## src/common/ulf_regs.vh

```
// register offsets, field positions, reset values and format constants for the line format block
// assumes a plain address/strobe register port with one-cycle read latency
`ifndef ULF_REGS_VH
`define ULF_REGS_VH

// ============================================================
// register offsets
`define ULF_ADDR_W          4
`define ULF_OFS_ISTAT       4'h2
`define ULF_OFS_LFC         4'h3
`define ULF_OFS_MLC         4'h4
`define ULF_OFS_DIVLO       4'h0
`define ULF_OFS_DIVHI       4'h1
`define ULF_OFS_EVSTAT      4'h8
`define ULF_OFS_EVMASK      4'h9
`define ULF_OFS_TXDATA      4'hA

// ============================================================
// line_format_control fields
`define ULF_LFC_DLAB        7
`define ULF_LFC_BREAK       6
`define ULF_LFC_PAR_HI      5
`define ULF_LFC_PAR_LO      3
`define ULF_LFC_STOP        2
`define ULF_LFC_WLEN_HI     1
`define ULF_LFC_WLEN_LO     0
`define ULF_LFC_RESET       8'h00

// ============================================================
// modem_line_control and status fields
`define ULF_MLC_PRESC       7
`define ULF_MLC_RESET       8'h00
`define ULF_ISTAT_NOPEND    0
`define ULF_ISTAT_RESET     8'h01
`define ULF_DIV_RESET       16'h0001

// ============================================================
// events: bit 0 character sent, bit 1 break started
`define ULF_EV_TXDONE       0
`define ULF_EV_BREAK        1
`define ULF_EV_W            2

// ============================================================
// timing: half-bit ticks per bit, prescale ratio
`define ULF_HALF_PER_BIT    2
`define ULF_PRESC_DIV       4
`endif

```

## src/verilog/ulf_line_format.v

```verilog
// line format control, break, parity, stop bits, prescaler select and interrupt status
// assumes a synchronous register port: write strobe, read strobe, read data one cycle later
// Contract
// - status bit zero low while interrupt pending
// - top format bit maps divisor latch registers
// - break bit holds transmit line low
// - bits five-three select parity mode
// - stop bit count from bit two
// - low two bits select word length
// - modem control top bit divides clock four
//
// Strobed register access and the register addresses were left to the implementer.
`timescale 1ns/1ns
`default_nettype none
`include "ulf_regs.vh"

module ulf_line_format (
    input  wire                   i_mclk,
    input  wire                   i_reset,
    input  wire [`ULF_ADDR_W-1:0] i_addr,
    input  wire [7:0]             i_wdata,
    input  wire                   i_wr,
    input  wire                   i_rd,
    output reg  [7:0]             o_rdata,
    output wire                   o_irq,
    output wire                   o_txd,
    output wire                   o_tx_busy,
    output wire [3:0]             o_data_bits,
    output wire                   o_parity_en
);
    // ============================================================
    // registers
    reg  [7:0]  lfc_r;
    reg  [7:0]  mlc_r;
    reg  [15:0] div_r;
    reg  [`ULF_EV_W-1:0] ev_r;
    reg  [`ULF_EV_W-1:0] ev_nxt;
    reg  [`ULF_EV_W-1:0] mask_r;
    reg  [7:0]  rdata_nxt;
    wire        dlab;
    wire        half_tick;
    wire        pending;
    wire [7:0]  istat;

    // ============================================================
    // helper functions
    // word length code to data bit count
    function [3:0] wlen_bits;
        input [1:0] code;
        begin
            wlen_bits = 4'h5 + {2'b00, code};
        end
    endfunction

    // parity bit value for a data byte and mode code
    function par_bit;
        input [7:0] data;
        input [3:0] nbits;
        input [2:0] mode;
        reg   [7:0] m;
        begin
            m = data & ~(8'hFF << nbits);
            case (mode)
                3'b001:  par_bit = ~(^m);   // odd
                3'b011:  par_bit = ^m;      // even
                3'b101:  par_bit = 1'b1;    // forced one
                3'b111:  par_bit = 1'b0;    // forced zero
                default: par_bit = ~(^m);   // 3'b??0 codes, parity off, give the odd value
            endcase
        end
    endfunction

    assign dlab        = lfc_r[`ULF_LFC_DLAB];
    assign o_data_bits = wlen_bits(lfc_r[`ULF_LFC_WLEN_HI:`ULF_LFC_WLEN_LO]);
    assign o_parity_en = lfc_r[`ULF_LFC_PAR_LO];

    // ============================================================
    // baud tick source
    ulf_prescaler u_presc (
        .i_mclk      (i_mclk),
        .i_reset     (i_reset),
        .i_div4      (mlc_r[`ULF_MLC_PRESC]),
        .i_run       (o_tx_busy),
        .i_divisor   (div_r),
        .o_half_tick (half_tick)
    );

    // ============================================================
    // transmitter: counts half-bit ticks; states idle, start, data, parity, stop
    localparam [2:0] ST_IDLE = 3'd0;
    localparam [2:0] ST_STRT = 3'd1;
    localparam [2:0] ST_DATA = 3'd2;
    localparam [2:0] ST_PAR  = 3'd3;
    localparam [2:0] ST_STOP = 3'd4;

    reg  [2:0] st_r;
    reg  [7:0] sh_r;
    reg  [3:0] bit_r;
    reg  [2:0] half_r;
    reg        line_r;
    reg        parv_r;
    reg        done_p;
    wire [2:0] stop_halves;
    wire       tx_wr;

    // stop length in half bits: 2, 3 for five-bit words, else 4
    assign stop_halves = !lfc_r[`ULF_LFC_STOP] ? 3'd2 :
                         (lfc_r[1:0] == 2'b00) ? 3'd3 : 3'd4;
    assign tx_wr     = i_wr && !dlab && (i_addr == `ULF_OFS_TXDATA);
    assign o_tx_busy = (st_r != ST_IDLE);
    assign o_txd     = line_r & ~lfc_r[`ULF_LFC_BREAK];

    always @(posedge i_mclk or posedge i_reset) begin
        if (i_reset) begin
            st_r   <= ST_IDLE;
            sh_r   <= 8'h00;
            bit_r  <= 4'h0;
            half_r <= 3'd0;
            line_r <= 1'b1;
            parv_r <= 1'b0;
            done_p <= 1'b0;
        end else begin
            done_p <= 1'b0;
            case (st_r)
                ST_IDLE: begin
                    line_r <= 1'b1;
                    if (tx_wr) begin
                        sh_r   <= i_wdata;
                        parv_r <= par_bit(i_wdata, o_data_bits, lfc_r[5:3]);
                        st_r   <= ST_STRT;
                        half_r <= 3'd0;
                        line_r <= 1'b0;
                    end
                end
                ST_STRT, ST_DATA, ST_PAR: begin
                    if (half_tick) begin
                        if (half_r == 3'd1) begin
                            half_r <= 3'd0;
                            if (st_r == ST_STRT) begin
                                st_r   <= ST_DATA;
                                bit_r  <= 4'h0;
                                line_r <= sh_r[0];
                            end else if (st_r == ST_DATA && bit_r + 4'h1 < o_data_bits) begin
                                bit_r  <= bit_r + 4'h1;
                                sh_r   <= {1'b0, sh_r[7:1]};
                                line_r <= sh_r[1];
                            end else if (st_r == ST_DATA && o_parity_en) begin
                                st_r   <= ST_PAR;
                                line_r <= parv_r;
                            end else begin
                                st_r   <= ST_STOP;
                                line_r <= 1'b1;
                            end
                        end else begin
                            half_r <= half_r + 3'd1;
                        end
                    end
                end
                ST_STOP: begin
                    if (half_tick) begin
                        if (half_r + 3'd1 >= stop_halves) begin
                            st_r   <= ST_IDLE;
                            half_r <= 3'd0;
                            done_p <= 1'b1;
                        end else begin
                            half_r <= half_r + 3'd1;
                        end
                    end
                end
                default: st_r <= ST_IDLE;
            endcase
        end
    end

    // ============================================================
    // break edge detect for the event register
    reg brk_d_r;
    always @(posedge i_mclk or posedge i_reset) begin
        if (i_reset)
            brk_d_r <= 1'b0;
        else
            brk_d_r <= lfc_r[`ULF_LFC_BREAK];
    end

    // ============================================================
    // sticky events: set wins over write-one-to-clear
    always @* begin
        ev_nxt = ev_r;
        if (i_wr && i_addr == `ULF_OFS_EVSTAT)
            ev_nxt = ev_nxt & ~i_wdata[`ULF_EV_W-1:0];
        if (done_p)
            ev_nxt[`ULF_EV_TXDONE] = 1'b1;
        if (lfc_r[`ULF_LFC_BREAK] && !brk_d_r)
            ev_nxt[`ULF_EV_BREAK] = 1'b1;
    end

    assign pending = |(ev_r & mask_r);
    assign o_irq   = pending;
    // pending flag active low in bit zero
    assign istat   = {7'h00, ~pending};

    // ============================================================
    // register writes; divisor reachable only with latch bit set
    always @(posedge i_mclk or posedge i_reset) begin
        if (i_reset) begin
            lfc_r  <= `ULF_LFC_RESET;
            mlc_r  <= `ULF_MLC_RESET;
            div_r  <= `ULF_DIV_RESET;
            ev_r   <= {`ULF_EV_W{1'b0}};
            mask_r <= {`ULF_EV_W{1'b0}};
        end else begin
            ev_r <= ev_nxt;
            if (i_wr) begin
                case (i_addr)
                    `ULF_OFS_LFC:    lfc_r  <= i_wdata;
                    `ULF_OFS_MLC:    mlc_r  <= i_wdata;
                    `ULF_OFS_DIVLO:  if (dlab) div_r[7:0]  <= i_wdata;
                    `ULF_OFS_DIVHI:  if (dlab) div_r[15:8] <= i_wdata;
                    `ULF_OFS_EVMASK: mask_r <= i_wdata[`ULF_EV_W-1:0];
                    default: ;
                endcase
            end
        end
    end

    // ============================================================
    // read mux; unmapped reads return zero
    always @* begin
        rdata_nxt = 8'h00;
        case (i_addr)
            `ULF_OFS_ISTAT:  rdata_nxt = istat;
            `ULF_OFS_LFC:    rdata_nxt = lfc_r;
            `ULF_OFS_MLC:    rdata_nxt = mlc_r;
            `ULF_OFS_DIVLO:  rdata_nxt = dlab ? div_r[7:0]  : 8'h00;
            `ULF_OFS_DIVHI:  rdata_nxt = dlab ? div_r[15:8] : 8'h00;
            `ULF_OFS_EVSTAT: rdata_nxt = {6'h00, ev_r};
            `ULF_OFS_EVMASK: rdata_nxt = {6'h00, mask_r};
            default:         rdata_nxt = 8'h00;
        endcase
    end

    // read data valid the cycle after the strobe only
    always @(posedge i_mclk or posedge i_reset) begin
        if (i_reset)
            o_rdata <= 8'h00;
        else if (i_rd)
            o_rdata <= rdata_nxt;
        else
            o_rdata <= 8'h00;
    end
endmodule // ulf_line_format
`default_nettype wire

```

## src/verilog/ulf_prescaler.v

```verilog
// clock prescaler and baud tick generator for the line format block
// assumes one clock domain; produces a one-cycle half-bit tick enable
`timescale 1ns/1ns
`default_nettype none
`include "ulf_regs.vh"

module ulf_prescaler (
    input  wire        i_mclk,
    input  wire        i_reset,
    input  wire        i_div4,
    input  wire        i_run,
    input  wire [15:0] i_divisor,
    output wire        o_half_tick
);
    // ============================================================
    // prescale stage
    reg  [1:0]  pre_r;
    reg  [15:0] cnt_r;
    wire        pre_en;

    // by-one or by-four enable to the baud counter
    assign pre_en = i_div4 ? (pre_r == 2'h3) : 1'b1;

    always @(posedge i_mclk or posedge i_reset) begin
        if (i_reset) begin
            pre_r <= 2'h0;
            cnt_r <= 16'h0000;
        end else if (!i_run) begin
            // held at phase zero while idle so every frame starts with full bit times
            pre_r <= 2'h0;
            cnt_r <= 16'h0000;
        end else begin
            pre_r <= pre_r + 2'h1;
            if (pre_en) begin
                if (cnt_r >= i_divisor - 16'h0001)
                    cnt_r <= 16'h0000;
                else
                    cnt_r <= cnt_r + 16'h0001;
            end
        end
    end

    // one tick per divisor period of prescaled clock
    assign o_half_tick = i_run && pre_en && (cnt_r >= i_divisor - 16'h0001);
endmodule // ulf_prescaler
`default_nettype wire
```

## config.mk

```make
export PLATFORM = sky130hd
export DESIGN_NAME = ulf_line_format
export DESIGN_NICKNAME = d
export VERILOG_FILES = /design/src/verilog/ulf_line_format.v /design/src/verilog/ulf_prescaler.v
export VERILOG_INCLUDE_DIRS = /design/src /design/src/common
export SDC_FILE = /design/constraint.sdc
export NUM_CORES = 1
export LEC_CHECK = 0
export BUFFER_PORTS_ARGS = -buffer_cell sky130_fd_sc_hd__buf_2
export CORE_MARGIN = 2
export CORE_UTILIZATION = 40
export DETAILED_ROUTE_END_ITERATION = 16
export PLACE_DENSITY = 0.56
export SLEW_MARGIN = 20
export SYNTH_ARGS = -nofsm -noshare
export SYNTH_HDL_FRONTEND = slang
export SYNTH_HIERARCHICAL = 1
export SYNTH_SLANG_ARGS = --single-unit
```

## constraint.sdc

```tcl
create_clock -name i_mclk -period 4.9 [get_ports i_mclk]
set_input_delay 0.98 -clock i_mclk [delete_from_list [all_inputs] [get_ports i_mclk]]
set_output_delay 0.98 -clock i_mclk [all_outputs]
set_load 0.01 [all_outputs]
```

==> impl_metrics.yaml <==
clocking:
  cts_buffers: 9
  clockRootBuffer: "clkbuf_16"
  cts.sinks: 84
  path_clk_slew_ns: 0.07
  htreeDepth: 3
  post_cts_buffers: 0
  cts_tree: "yes"
  ctsResizeCount: 0
  clk_path_buf_depth: 2
  clk_latency_ns: 0.34
  ctsHoldBuffers: 0
pwr:
  switching_share_pct: 39.0
  p_total_mw: 2.63
  powerDensity_mw_per_mm2: 454
  internal_power_mw: 1.61
  p_leak_nw: 2.59
  clkPwrFrac_pct: 25.0
  irDropWorstVdd_uv: 239
  p_sw_mw: 1.03
  pwr-share-comb_pct: 37.2
  p_seq_share_pct: 37.8
flow_run:
  cap_violations: 0
timing:
  fmax_mhz: 246
  rsz0062_at_grt: "no"
  maxSlewViolCount: 0
  tns_ns: 0
  skew_ns: 0.00936
  hold_viol: 0
  worst_pin_slew_ns: 0.771
  fin_crit_sh_pct: 83.0
  finalSetupViolations: 0
  min_period_ns: 4.07
  relSlewSlack_pct: 48.5
grt:
  overflow: 0
  grt_pass1_vias: 4131
  grt_antenna_before_repair: 0
  grt_pass1_wl_mm: 21.6
  grt_max_degree: 36
  gr-usage-all-layers_pct: 19.0
die:
  num_rows: 41
  core_area_mm2: 0.0127
  io_pins: 32
  initial_utilization_pct: 41.1
  die_area_mm2: 0.0139
  dieWidth_um: 118
  die_h_um: 118
place:
  dpl.hpwl_mm: 9.02
  port_buffers: 31
  place_congestion: 0.872
synth:
  yosys_most_used_dff: "dfrtp_1"
  syn_avg_cell_area_um2: 9.59
  synthArstFlopShare_pct: 100
  synth-seq-cells: 84
  synth-edff-count: 0
  yosysTopAreaCell: "dfrtp_1"
  synth_nets: 591
  synthesis.area_mm2: 0.00521
  seq_area_frac_synth_pct: 40.4
  ys_top_cells_by_area: "dfrtp_1 39%, mux2_2 9.1%, ha_1 7.7%, nand2_1 4.5%, o2111ai_1 3.5%"
  yosys_warnings: 6
  netlist_instances: 543
  synth_top_area_share_pct: 39.4
  synthDistinctLibCells: 60
detailed_routing:
  vias: 4130
  drt_first_iter_violations: 261
  drc: 0
  wl_mm: 12.6
  antenna_left: 0
  drtPass1Iterations: 5
  wl_per_cell_um: 16.9
  vias_per_cell: 5.55
layout:
  drive_gt1_share_pct: 20.3
  antenna_cells: 0
  register_area_mm2: 0.00210
  multiInputGateArea_mm2: 0.00291
  final_common_cell: "dfrtp_1"
  nets: 615
  fin_util_pct: 45.8
  n_fill_cell: 1245
  final_cell_mix: "82 x dfrtp_1, 63 x nand2_1, 42 x mux2_2, 38 x nor2_1, 32 x ha_1"
  synthToLayoutAreaGrowth_pct: 11.5
setup_path:
  crit_type: "flop to flop"
  start_kind: "flop"
  crit_fanout: 22
  critPathArrivalTime_ns: 4.32
  required_ns: 5.16
  cp-end-kind: "flop"
outcome:
  run_status: "complete, no violations"
min_path:
  min-delay-path-class: "flop to flop"
==> final cells by class <==
class	instances	share of cell area, %
Multi-Input combinational cell	411	50.2
Sequential cell	84	36.2
Clock buffer	10	4.12
Tap cell	172	3.71
Timing Repair Buffer	36	3.32
Inverter	25	1.62
Clock inverter	6	0.819
==> cells by family after synthesis <==
kind of cell             share of synthesized area, %
multiplexers                                     9.47
buffers and inverters                            3.77
adder cells (fa/ha/maj)                          7.69
AND/OR/NAND/NOR                                  19.1
XOR/XNOR                                         4.13
flip-flops                                       40.4
AO/OA/AOI/OAI                                    15.4
==> worst max-delay path, cell delays in order (launching register included) <==
cell     delay [ns]
dfrtp_1        0.44
or4_4          0.57
or4_4          0.52
nor3_1         0.19
xnor2_1        0.09
ha_1           0.29
nand4_1        0.14
nor2_1         0.14
nand3_1        0.08
buf_4          0.21
o21ai_0        0.17
and2_1         0.27
and2_1         0.19
a21oi_1        0.11
a21oi_4        0.36
nor2_1         0.07
a31oi_1        0.15
==> power groups by stage <==
stage          clock [mW]  sequential, mW  combinational [mW]
6_report            0.659           0.995               0.980
5_1_grt             0.708            1.02                1.12
4_1_cts             0.676           0.993               0.983
3_5_place_dp            0            1.01               0.971
3_3_place_gp            0           0.998               0.947
2_1_floorplan           0           0.942               0.792
==> final timing paths <==
check                      slack (ns)        startpoint               end  depth (start not counted)
max reg2reg                      0.83          div_r[7]           sh_r[1]                         16
min in group asynchronous        0.78           i_reset  u_presc/cnt_r[8]                          2
max in group asynchronous        3.18           i_reset          div_r[0]                          3
min                              0.43  u_presc/pre_r[0]  u_presc/pre_r[0]                          1
min reg2reg                      0.43  u_presc/pre_r[0]  u_presc/pre_r[0]                          1
max                              0.83          div_r[7]           sh_r[1]                         16
==> flip-flops by register name, summed over array words and instances, names as in the netlist, 2 cells and up <==
| register | cells |
|---|---|
| div_r | 16 |
| ev_r | 2 |
| mlc_r | 8 |
| lfc_r | 8 |
| sh_r | 8 |
| o_rdata | 8 |
| u_presc/pre_r | 2 |
| u_presc/cnt_r | 16 |
| bit_r | 4 |
| st_r | 3 |
| mask_r | 2 |
| half_r | 3 |
==> per-stage QoR <==
stage               hold slack (ns)  cell area [um2]  std cells  setup WS (ns)
floorplan                     0.403             5210        543           1.07
global route                  0.452             5810        744          0.434
global placement              0.416             5520        728          0.923
CTS                           0.432             5800        744          0.831
finish                        0.429             5810        744          0.833
detailed placement            0.424             5520        728          0.847
==> layer usage <==
layer | vias to the layer above | GRT usage (%) | part of all wire [%]
li1 | 2018 | - | -
met1 | 2013 | 26.3 | 48
met2 | 93 | 31.2 | 47
met3 | 6 | 3.88 | 3.9
met4 | 0 | 3.16 | 0.50
met5 | - | 0 | 0
==> Yosys cell counts (5+ instances only) <==
cell type / instances
xnor2_1: 14
a211oi_1: 5
mux2_2: 42
xor2_1: 8
nand3_1: 22
clkbuf_1: 19
nand4_1: 7
nor4_1: 5
nor2b_1: 9
dfrtp_1: 82
o211ai_1: 6
a21oi_1: 19
nand2b_1: 8
and2_1: 10
o2111ai_1: 21
a31oi_1: 7
a22oi_1: 7
nor3_1: 12
ha_1: 32
inv_1: 25
nor2_1: 39
o21ai_0: 22
nand2_1: 63
a21o_1: 5
Note: power is estimated with default switching activity, not from simulation.
